===== src/lbas_defines.svh =====
// Constants for the local bus arbitration and select block.
`ifndef LBAS_DEFINES_SVH
`define LBAS_DEFINES_SVH
// Clocks after the transfer start during which a select is still accepted.
`define LBAS_SEL_WINDOW 2'h3
// Width of the select window counter.
`define LBAS_SEL_CNT_W 2
// Reset value of the bus master enable bit.
`define LBAS_BME_RESET 1'b0
`endif


===== src/lbas_pkg.sv =====
// Types for the local bus arbitration and select block.
`default_nettype none
package lbas_pkg;
	typedef enum logic [2:0] {LBAS_IDLE, LBAS_REQ, LBAS_WAIT_FREE, LBAS_ASSERT, LBAS_OWN,
		LBAS_RELEASE} lbas_arb_state_t;
	typedef enum logic [1:0] {LBAS_DEC_NONE, LBAS_DEC_PCI, LBAS_DEC_REG} lbas_target_t;
endpackage
`default_nettype wire


===== src/lbas_select_sampler.sv =====
// Chip select sampling window that follows each transfer start.
`timescale 1ns/1ps
`default_nettype none
`include "lbas_defines.svh"
module lbas_select_sampler
	import lbas_pkg::*;
(
	input  wire logic                 sys_clk,             // Local bus clock.
	input  wire logic                 reset_n,             // Asynchronous reset, active low.
	input  wire logic                 clk_en,              // Freezes state while low.
	input  wire logic                 transfer_start_n,    // Transfer start strobe, active low.
	input  wire logic                 pci_window_select_n, // PCI window select, active low.
	input  wire logic                 register_select_n,   // Register select, active low.
	input  wire logic                 independent_dma_cycle,          // Current cycle is independent DMA.
	output logic                      sel_pci,             // Registered PCI hit.
	output logic                      sel_reg,             // Registered register hit.
	output logic                      sel_done,            // One-cycle pulse at window close.
	output logic                      independent_dma_single          // Single-address DMA flag.
);
	logic                          open_q, open_d;
	logic [`LBAS_SEL_CNT_W-1:0]    cnt_q, cnt_d;
	logic                          pci_q, pci_d, reg_q, reg_d, done_q, done_d, single_q, single_d;

	// Opens a window on the start clock and keeps it open for three more clocks.
	always_comb
	begin
		open_d   = open_q;
		cnt_d    = cnt_q;
		pci_d    = pci_q;
		reg_d    = reg_q;
		done_d   = 1'b0;
		single_d = single_q;
		if (!transfer_start_n)
		begin
			open_d   = 1'b1;
			cnt_d    = '0;
			pci_d    = !pci_window_select_n;
			reg_d    = !register_select_n;
			single_d = independent_dma_cycle && !pci_window_select_n;
		end
		else if (open_q)
		begin
			pci_d = pci_q || !pci_window_select_n;
			reg_d = reg_q || !register_select_n;
			if (independent_dma_cycle && !pci_window_select_n)
			begin
				single_d = 1'b1;
			end
			if (cnt_q == `LBAS_SEL_WINDOW - 2'h1)
			begin
				open_d = 1'b0;
				done_d = 1'b1;
			end
			else
			begin
				cnt_d = cnt_q + 2'h1;
			end
		end
	end

	// Registers the window state.
	always_ff @(posedge sys_clk or negedge reset_n)
	begin
		if (!reset_n)
		begin
			open_q   <= 1'b0;
			cnt_q    <= '0;
			pci_q    <= 1'b0;
			reg_q    <= 1'b0;
			done_q   <= 1'b0;
			single_q <= 1'b0;
		end
		else if (clk_en)
		begin
			open_q   <= open_d;
			cnt_q    <= cnt_d;
			pci_q    <= pci_d;
			reg_q    <= reg_d;
			done_q   <= done_d;
			single_q <= single_d;
		end
	end

	assign sel_pci     = pci_q;
	assign sel_reg     = reg_q;
	assign sel_done    = done_q;
	assign independent_dma_single = single_q;
endmodule // lbas_select_sampler
`default_nettype wire


===== src/lbas_arbiter.sv =====
// Local bus arbitration handshake, burst indicator and strap capture.
`timescale 1ns/1ps
`default_nettype none
`include "lbas_defines.svh"
// Summary of operation
// - Request, grant and busy form the handshake.
// - Grant is sampled on the rising edge.
// - Request asserts and releases from rising edges.
// - Asynchronous arbitration mode is selectable.
// - Strap high at reset sets master enable.
// - Initiator asserts burst; target monitors it.
// - PCI select accepted start through three clocks.
// - DMA: select marks single, else dual.
// - Register select sampled start through three clocks.
// - Owner holds busy low, negates before release.
// - Processor mode asserts busy one clock later than standard mode.
module lbas_arbiter
	import lbas_pkg::*;
(
	input  wire logic sys_clk,               // Local bus clock, 20 MHz.
	input  wire logic reset_n,               // Asynchronous reset, active low.
	input  wire logic clk_en,                // Freezes all state while low.
	input  wire logic pci_reset_n,           // PCI reset, active low.
	input  wire logic master_enable_strap,   // Bus master enable strap.
	input  wire logic async_arb_mode,        // Selects asynchronous arbitration.
	input  wire logic proc_arb_mode,         // Busy one clock later than standard mode.
	input  wire logic master_need,           // Bridge wants to master the bus.
	input  wire logic master_burst,          // Bridge transfer is a burst.
	input  wire logic master_done,           // Bridge finished its transfers.
	input  wire logic bus_grant_in_n,        // Grant from arbiter, active low.
	input  wire logic bus_busy_line_in_n,    // Busy line level, active low.
	input  wire logic burst_indicator_in_n,  // Burst line level, active low.
	input  wire logic transfer_start_n,      // Transfer start strobe, active low.
	input  wire logic pci_window_select_n,   // PCI window select, active low.
	input  wire logic register_select_n,     // Register select, active low.
	input  wire logic independent_dma_cycle,            // Current cycle is independent DMA.
	output logic      bus_request_out_n,     // Request to arbiter, active low.
	output logic      bus_busy_line_out_n,   // Busy line drive value, active low.
	output logic      bus_busy_line_oe,      // Busy line output enable.
	output logic      burst_indicator_out_n, // Burst line drive value, active low.
	output logic      burst_indicator_oe,    // Burst line output enable.
	output logic      bus_owned,             // Bridge owns the local bus.
	output logic      target_burst,          // Sampled burst as target.
	output logic      bus_master_enable,     // Master enable bit of PCI command.
	output logic      pci_access,            // Transaction hits the PCI window.
	output logic      reg_access,            // Transaction hits the registers.
	output logic      select_valid,          // One-cycle pulse, selects final.
	output logic      independent_dma_single_addr       // DMA single-address transfer.
);
	lbas_arb_state_t state_q, state_d;
	logic gnt_s1_q, gnt_s2_q, bb_s1_q, bb_s2_q;
	logic req_q, req_d, bb_drv_q, bb_drv_d, bb_oe_q, bb_oe_d, bst_q, bst_d, bst_oe_q, bst_oe_d;
	logic own_q, own_d, tb_q, tb_d, bme_q, bme_d;
	logic pci_q, regs_q, valid_q, single_q;
	logic gnt_seen, busy_seen;
	logic s_pci, s_reg, s_done, s_single;

	// Synchronisers for the asynchronous mode; only the second stage is read.
	always_ff @(posedge sys_clk or negedge reset_n)
	begin
		if (!reset_n)
		begin
			gnt_s1_q <= 1'b1;
			gnt_s2_q <= 1'b1;
			bb_s1_q  <= 1'b1;
			bb_s2_q  <= 1'b1;
		end
		else if (clk_en)
		begin
			gnt_s1_q <= bus_grant_in_n;
			gnt_s2_q <= gnt_s1_q;
			bb_s1_q  <= bus_busy_line_in_n;
			bb_s2_q  <= bb_s1_q;
		end
	end

	// Chooses direct edge sampling or the synchronised copies.
	assign gnt_seen  = async_arb_mode ? !gnt_s2_q : !bus_grant_in_n;
	assign busy_seen = async_arb_mode ? !bb_s2_q : !bus_busy_line_in_n;

	// Arbitration sequence: request, wait for grant with free bus, own, release.
	always_comb
	begin
		state_d  = state_q;
		req_d    = req_q;
		bb_drv_d = bb_drv_q;
		bb_oe_d  = bb_oe_q;
		bst_d    = bst_q;
		bst_oe_d = bst_oe_q;
		own_d    = own_q;
		case (state_q)
			LBAS_IDLE:
			begin
				if (master_need)
				begin
					req_d   = 1'b1;
					state_d = LBAS_REQ;
				end
			end
			LBAS_REQ:
			begin
				if (!master_need)
				begin
					req_d   = 1'b0;
					state_d = LBAS_IDLE;
				end
				else if (gnt_seen && !busy_seen)
				begin
					state_d = proc_arb_mode ? LBAS_WAIT_FREE : LBAS_ASSERT;
				end
			end
			LBAS_WAIT_FREE:
			begin
				state_d = LBAS_ASSERT;
			end
			LBAS_ASSERT:
			begin
				bb_drv_d = 1'b1;
				bb_oe_d  = 1'b1;
				req_d    = 1'b0;
				own_d    = 1'b1;
				state_d  = LBAS_OWN;
			end
			LBAS_OWN:
			begin
				bst_oe_d = 1'b1;
				bst_d    = master_burst;
				if (master_done)
				begin
					bb_drv_d = 1'b0;
					bst_d    = 1'b0;
					state_d  = LBAS_RELEASE;
				end
			end
			LBAS_RELEASE:
			begin
				bb_oe_d  = 1'b0;
				bst_oe_d = 1'b0;
				own_d    = 1'b0;
				state_d  = LBAS_IDLE;
			end
			default:
			begin
				state_d = LBAS_IDLE;
			end
		endcase
	end

	// Burst monitoring as target and strap capture while PCI reset is held.
	always_comb
	begin
		tb_d  = own_q ? 1'b0 : !burst_indicator_in_n;
		bme_d = bme_q;
		if (!pci_reset_n)
		begin
			bme_d = master_enable_strap;
		end
	end

	// Registers the arbitration state.
	always_ff @(posedge sys_clk or negedge reset_n)
	begin
		if (!reset_n)
		begin
			state_q  <= LBAS_IDLE;
			req_q    <= 1'b0;
			bb_drv_q <= 1'b0;
			bb_oe_q  <= 1'b0;
			bst_q    <= 1'b0;
			bst_oe_q <= 1'b0;
			own_q    <= 1'b0;
			tb_q     <= 1'b0;
			bme_q    <= `LBAS_BME_RESET;
		end
		else if (clk_en)
		begin
			state_q  <= state_d;
			req_q    <= req_d;
			bb_drv_q <= bb_drv_d;
			bb_oe_q  <= bb_oe_d;
			bst_q    <= bst_d;
			bst_oe_q <= bst_oe_d;
			own_q    <= own_d;
			tb_q     <= tb_d;
			bme_q    <= bme_d;
		end
	end

	// Samples the two chip selects after each transfer start.
	lbas_select_sampler u_select
	(
		.sys_clk             (sys_clk),
		.reset_n             (reset_n),
		.clk_en              (clk_en),
		.transfer_start_n    (transfer_start_n),
		.pci_window_select_n (pci_window_select_n),
		.register_select_n   (register_select_n),
		.independent_dma_cycle          (independent_dma_cycle),
		.sel_pci             (s_pci),
		.sel_reg             (s_reg),
		.sel_done            (s_done),
		.independent_dma_single         (s_single)
	);

	// Output flops for the select results, updated one clock after the window closes.
	always_ff @(posedge sys_clk or negedge reset_n)
	begin
		if (!reset_n)
		begin
			pci_q    <= 1'b0;
			regs_q   <= 1'b0;
			valid_q  <= 1'b0;
			single_q <= 1'b0;
		end
		else if (clk_en)
		begin
			valid_q <= s_done;
			if (s_done)
			begin
				pci_q    <= s_pci;
				regs_q   <= s_reg;
				single_q <= s_single;
			end
		end
	end

	// Every output is a flop.
	assign bus_request_out_n     = !req_q;
	assign bus_busy_line_out_n   = !bb_drv_q;
	assign bus_busy_line_oe      = bb_oe_q;
	assign burst_indicator_out_n = !bst_q;
	assign burst_indicator_oe    = bst_oe_q;
	assign bus_owned             = own_q;
	assign target_burst          = tb_q;
	assign bus_master_enable     = bme_q;
	assign pci_access            = pci_q;
	assign reg_access            = regs_q;
	assign select_valid          = valid_q;
	assign independent_dma_single_addr      = single_q;
endmodule // lbas_arbiter
`default_nettype wire


===== config.mk =====
export PLATFORM = sky130hd
export DESIGN_NAME = lbas_arbiter
export DESIGN_NICKNAME = d
export VERILOG_FILES = /design/src/lbas_pkg.sv /design/src/lbas_select_sampler.sv /design/src/lbas_arbiter.sv
export VERILOG_INCLUDE_DIRS = /design/src
export SDC_FILE = /design/constraint.sdc
export NUM_CORES = 1
export LEC_CHECK = 0
export BUFFER_PORTS_ARGS = -buffer_cell sky130_fd_sc_hd__buf_2
export CORE_ASPECT_RATIO = 0.9
export CORE_MARGIN = 10
export CORE_UTILIZATION = 51
export CTS_BUF_LIST = sky130_fd_sc_hd__clkbuf_16
export DETAILED_ROUTE_END_ITERATION = 16
export PLACE_DENSITY_LB_ADDON = 0.25
export SLEW_MARGIN = 20
export SYNTH_ARGS = -nofsm -noshare
export SYNTH_HDL_FRONTEND = slang
export SYNTH_HIERARCHICAL = 1
export SYNTH_SLANG_ARGS = --single-unit

===== constraint.sdc =====
create_clock -name sys_clk -period 1.3 [get_ports sys_clk]
set_input_delay 0.065 -clock sys_clk [delete_from_list [all_inputs] [get_ports sys_clk]]
set_output_delay 0.065 -clock sys_clk [all_outputs]
set_load 0.05 [all_outputs]

==> summary.txt, run 1 <==
Run status
  • Outcome: completed

Global route
  • Vias in the first global route: 955
  • M1 GR Usage: 10.2%
  • Largest net degree at the start of global routing: 26
  • GR Layer Usage met2: 20.1%
  • GRT overflow: 0
  • Layer with the highest usage: met2
  • GRT Util Overall: 10.7%
  • Met3 Use GR: 4.65%
  • Global-route wire length before repair: 4130 um
  • Initial antenna violation count: 0

Pwr
  • Reg power frac: 39.8%
  • VDD IR max: 1.53 mV
  • Sw Ratio: 40.7%
  • Clock power frac: 21.1%
  • LEAKAGE: 0.694 nW
  • Cell-internal power: 1.85 mW
  • Logic pwr share: 39.1%
  • Pwr dens: 2170 nW/um2
  • Psw: 1.27 mW

Logic synthesis
  • Top_reg_cell synth: dfrtp_1
  • Mapped Cells: 115
  • Commonest cells in the netlist: 21 x dfrtp_1, 13 x nand2_1, 11 x o21ai_0
  • Register area share after synthesis: 52.8%
  • Async SR Flop Fraction: 100%
  • Mapped Nets: 133
  • Mapped Avg Cell Area: 10.4 um2
  • Synth Cell Area: 1190 um2
  • EDFF count, synth: 0
  • Synth area leaders: dfrtp_1 44%, dfstp_2 8.8%, mux2_2 7.5%
  • Synth warnings: 6
  • Synth top area share: 44.0%
  • Yosys reg bits: 25
  • Cell taking the most area after synthesis: dfrtp_1
  • Distinct cells, synth: 29
  • Most common cell in the netlist: dfrtp_1

STA
  • Final setup margin: 0.0614 ns
  • Final min period: 1.24 ns
  • Part of the cycle the worst path needs: 95.3%
  • Final Hold Fails: 0
  • Hold_ws: 0.0520 ns
  • Slew Viols, Final: 0
  • Fmax: 0.807 GHz
  • Slew margin rel.: 64.2%
  • Setup TNS: 0 ns
  • Worst slew pin tran: 0.538 ns
  • Endpoints failing setup: 0
  • RSZ-0062 raised after global routing: true
  • Clock Skew: 0.000610 ns

Cells and area
  • Area Overhead vs Synth: 20.8%
  • Area of the multi-input gates: 467 um2
  • Post-layout util: 65.6%
  • Fillers: 187
  • Share of layout cells above drive strength 1: 34.9%
  • FF+latch area: 631 um2
  • Design area: 1440 um2
  • Most flop-heavy register: state_q
  • Largest register FFs: 3
  • Nets@finish: 165
  • Largest registers: state_q: 3 flops, u_select/cnt_q: 2 flops
  • Diode count: 0

Min path
  • HP Class: primary input to flip-flop
  • Hold Crit Depth: 2

Floorplan
  • Initial Util: 54.3%
  • I/O pin total: 29
  • Chip height: 65.9 um
  • Die area: 4680 um2
  • Die width: 71.0 um
  • Total core area: 2200 um2
  • Row count: 16

Worst setup path
  • Critical Path Sink Type: flip-flop
  • Critical path class: flip-flop to flip-flop
  • Worst path max stage delay: 0.52 ns
  • CP bufs+invs: 1
  • CP max-delay cell: dfstp_2
  • CP Launch Type: flip-flop
  • Stages on worst setup path: 4
  • CP Data Required Time: 1.43 ns
  • Crit Path Max Fanout: 2
  • Critical path's top delay family: compound AO/OA/AOI/OAI gates
  • R2r worst-path depth: 4
  • WP data arrival: 1.37 ns
  • CP Cell Sequence: inv_1 > a32o_1 > a41oi_1 > o22ai_1

CTS
  • Setup bufs post-CTS: 0
  • Num CTS Buffers: 3
  • H-tree depth: 1
  • Worst skew pair latency: 0.25 ns
  • CTS tree: yes
  • Sinks on Clock Net: 25
  • Clock transition at path regs: 0.06 ns
  • Clock Path Buffers: 2
  • Root buffer cell: clkbuf_16

Place
  • Placed Area: 1340 um2
  • Pre-CTS setup slack: 0.0565 ns
  • GPL Wtd Cong: 0.734
  • Port Buffer Count: 28
  • Dpl hpwl: 1860 um

Route
  • Vias per inst: 5.30
  • # DRC: 0
  • Wire per inst: 14.0 um
  • Starting DRC count in detailed routing: 29
  • Routed WL: 2410 um
  • Vias: 917
  • Antenna viol nets, final: 0
  • Drt first pass iters: 4

Flow run
  • Maxcap violations: 0
worst reg2reg max path, cell delays in order, from the launching register on:
cell,delay (ns)
dfstp_2,0.52
inv_1,0.04
a32o_1,0.24
a41oi_1,0.21
o22ai_1,0.10
kinds of logic (layout without fill, tap and decap cells):
family,Yosys count,count (layout),synth area share [%]
AND/OR/NAND/NOR,32,32,14.3
multiplexers,8,8,7.54
adder cells (fa/ha/maj),1,1,1.05
buffers and inverters,18,49,8.17
AO/OA/AOI/OAI,31,31,16.1
flip-flops,25,25,52.8
routing by layer:
metal  share of wire, %  vias up  wire [um]
li1                   -      458          -
met1                 41      437       1000
met2                 51       18       1240
met3                6.3        4        151
met4               0.91        0         22
met5                  0        -          0
cell type report:
cell class                 count  area share (%)
sequential                    25            43.7
multi-input combinational     72            32.3
timing repair buffer          34            13.3
clock buffer                   3            5.20
inverter                      11            2.86
tap                           27            2.34
clock inverter                 1           0.260
path summary, 6_finish.rpt:
path	startpoint	end	slack (ns)
min in group asynchronous	reset_n	bb_drv_q	0.32
hold reg to reg	burst_indicator_oe	burst_indicator_oe	0.49
setup reg to reg	gnt_s2_q	state_q[1]	0.06
setup / recovery	gnt_s2_q	state_q[1]	0.06
max in group asynchronous	reset_n	gnt_s2_q	0.61
hold / removal	master_enable_strap	bus_master_enable	0.05
power by group through the flow:
stage	Combinational [mW]	Clock [mW]	Sequential, mW
floorplan	0.810	0	1.42
CTS	1.24	0.674	1.25
global placement	1.19	0	1.24
global route	1.34	0.703	1.30
finish	1.22	0.659	1.25
detailed placement	1.23	0	1.26
repair_timing:
item	CTS	global route
hold endpoints to repair	23	0
hold buffers	3	0
gates resized for setup	0	0
setup endpoints to repair	0	1
placed cells by master, fill, tap and decap left out, drive strengths merged, types with 2 or more instances in the layout:
| cell type | n |
|---|---|
| nand2 | 13 |
| nand3b | 2 |
| nor2 | 5 |
| nor2b | 4 |
| o22ai | 2 |
| clkbuf | 3 |
| a21oi | 6 |
| dlygate4sd3 | 3 |
| a31oi | 5 |
| nand2b | 3 |
| dfstp | 4 |
| o21ai | 12 |
| mux2 | 8 |
| nand3 | 2 |
| nand4b | 2 |
| buf | 31 |
| dfrtp | 21 |
| inv | 12 |
per-stage QoR:
stage                     cells  power, mW
after floorplan             115       2.23
after global placement      166       2.43
after detailed placement    166       2.49
after CTS                   173       3.16
after global routing        173       3.34
final                       173       3.13
No activity file was read; power rests on OpenSTA's default activity.
==> inputs of run 2 (changes only) <==
--- a/config.mk
+++ b/config.mk
@@ -12,7 +12,8 @@
 export CORE_UTILIZATION = 51
 export CTS_BUF_LIST = sky130_fd_sc_hd__clkbuf_16
 export DETAILED_ROUTE_END_ITERATION = 16
-export PLACE_DENSITY_LB_ADDON = 0.25
+export PLACE_DENSITY = 0.77
+export SKIP_CTS_REPAIR_TIMING = 1
 export SLEW_MARGIN = 20
 export SYNTH_ARGS = -nofsm -noshare
 export SYNTH_HDL_FRONTEND = slang
==> run 2 against run 1 <==
  * The run now ends with hold timing left
  * Setup slack got worse by 0.023 ns
  * Hold slack got worse by 0.053 ns
  * Routed wire length increased by 6.0%
  * Design area is 0.43% higher
  * Non-clock buffer count up 1
  * Combinational power is 4% higher
  * Clock power grew 1%
  * Register-to-register slack worse by 0.02 ns
  * Sequential share of layout area shrank 0.19 points
  * Total power is 1.8% higher
==> summary.txt, run 2 (synthesis results as in run 1) <==
STA
  • Worst slew pin tran: 0.557 ns (was 0.538 ns)
  • Fmax: 0.793 GHz (was 0.807 GHz)
  • Slew Viols, Final: 0 (unchanged)
  • Clock Skew: 0.00482 ns (was 0.000610 ns)
  • RSZ-0062 raised after global routing: true (unchanged)
  • Endpoints failing setup: 0 (unchanged)
  • Final setup margin: 0.0383 ns (was 0.0614 ns)
  • Final Hold Fails: 1 (was 0)
  • Part of the cycle the worst path needs: 97.1% (was 95.3%)
  • Final min period: 1.26 ns (was 1.24 ns)
  • Slew margin rel.: 62.9% (was 64.2%)
  • Hold_ws: -0.000815 ns (was 0.0520 ns)

Global route
  • GRT overflow: 0 (unchanged)
  • Initial antenna violation count: 0 (unchanged)
  • GRT Util Overall: 11.1% (was 10.7%)
  • Global-route wire length before repair: 4350 um (was 4130 um)
  • Largest net degree at the start of global routing: 26 (unchanged)
  • Vias in the first global route: 1026 (was 955)

Pwr
  • Total power: 3.18 mW (was 3.13 mW)
  • VDD IR max: 1.65 mV (was 1.53 mV)
  • Pwr dens: 2190 nW/um2 (was 2170 nW/um2)
  • LEAKAGE: 0.704 nW (was 0.694 nW)

Cells and area
  • Largest registers: state_q: 3 flops, u_select/cnt_q: 2 flops (unchanged)
  • Design area: 1450 um2 (was 1440 um2)
  • Nets@finish: 166 (was 165)
  • Most common cell after layout, fill and taps aside: buf_2 (unchanged)
  • Most flop-heavy register: state_q (unchanged)
  • Largest register FFs: 3 (unchanged)
  • Share of layout cells above drive strength 1: 37.4% (was 34.9%)
  • Commonest cells after routing, fill and taps aside: 28 x buf_2, 21 x dfrtp_1, 13 x nand2_1 (unchanged)
  • Diode count: 0 (unchanged)
  • Area Overhead vs Synth: 21.4% (was 20.8%)

Worst setup path
  • WP data arrival: 1.45 ns (was 1.37 ns)
  • CP Data Required Time: 1.49 ns (was 1.43 ns)
  • Critical Path Sink Type: flip-flop (unchanged)
  • Crit Path Max Fanout: 2 (unchanged)
  • Critical path class: flip-flop to flip-flop (unchanged)
  • CP Launch Type: flip-flop (unchanged)

Route
  • Starting DRC count in detailed routing: 33 (was 29)
  • Drt first pass iters: 4 (unchanged)
  • Vias per inst: 5.39 (was 5.30)
  • Wire per inst: 14.7 um (was 14.0 um)
  • Routed WL: 2560 um (was 2410 um)
  • Antenna viol nets, final: 0 (unchanged)
  • # DRC: 0 (unchanged)
  • Vias: 938 (was 917)

Place
  • Pre-CTS setup slack: 0.0807 ns (was 0.0565 ns)
  • Placed Area: 1340 um2 (unchanged)
  • Dpl hpwl: 1860 um (about the same)
  • Port Buffer Count: 28 (unchanged)
  • GPL Wtd Cong: 0.724 (was 0.734)

Floorplan
  • Die area: 4680 um2 (unchanged)
  • Total core area: 2200 um2 (unchanged)
  • Chip height: 65.9 um (unchanged)
  • Row count: 16 (unchanged)
  • Initial Util: 54.3% (unchanged)
  • Die width: 71.0 um (unchanged)
  • I/O pin total: 29 (unchanged)

Min path
  • HP Class: primary input to flip-flop (unchanged)

CTS
  • CTS tree: yes (unchanged)
  • Clock transition at path regs: 0.06 ns (about the same)
  • Sinks on Clock Net: 25 (unchanged)
  • Clock Path Buffers: 2 (unchanged)
  • H-tree depth: 1 (unchanged)
  • Worst skew pair latency: 0.26 ns (was 0.25 ns)
  • Root buffer cell: clkbuf_16 (unchanged)
  • Num CTS Buffers: 3 (unchanged)

Flow run
  • Maxcap violations: 0 (unchanged)

Run status
  • Failing checks: hold timing
  • Outcome: finished with violations (was completed)
-- run 2: final cells by class --
| class | count | area (um2) |
|---|---|---|
| Clock inverter | 1 | 3.75 |
| Multi-Input combinational cell | 72 | 468 |
| Tap cell | 27 | 33.8 |
| Sequential cell | 25 | 631 |
| Inverter | 11 | 41.3 |
| Fill cell | 184 | 752 |
| Clock buffer | 3 | 75.1 |
| Timing Repair Buffer | 35 | 198 |
-- run 2: metrics by stage --
step                instances  hold WS [ns]  utilization [%]  TNS [ns]
detailed placement        166        0.0862             60.6         0
floorplan                 115        -0.231                -         0
finish                    174     -0.000815             65.9         0
CTS                       170        -0.192             64.2         0
global placement          166        0.0786             60.6         0
global route              174       0.00882             65.9   -0.0199
-- run 2: report_power, final --
| part | internal [mW] | switching [mW] | total, mW |
|---|---|---|---|
| Sequential | 1.03 | 0.212 | 1.25 |
| Clock | 0.411 | 0.258 | 0.668 |
| Combinational | 0.431 | 0.837 | 1.27 |
-- run 2: path summary, 6_finish.rpt --
check	start	end	slack [ns]	cells past startpoint
max reg2reg	gnt_s2_q	state_q[0]	0.04	4
min reg2reg	burst_indicator_oe	burst_indicator_oe	0.47	1
max	gnt_s2_q	state_q[0]	0.04	4
max in group asynchronous	reset_n	gnt_s1_q	0.60	2
min in group asynchronous	reset_n	req_q	0.33	2
min	pci_window_select_n	u_select/sel_pci	-0.0008	2
-- run 2: routing by layer --
metal | part of all wire [%] | GRT usage, %
met1 | 43 | 10.9
met2 | 50 | 20.2
met3 | 6.5 | 5.11
met4 | 1.1 | 3.62
met5 | 0 | 0
-- run 2: worst max-delay path, stage by stage (launching register included) --
cell and delay (ns):
dfstp_2 0.53, inv_2 0.03, a32o_2 0.24, o41ai_2 0.21, a22o_1 0.19
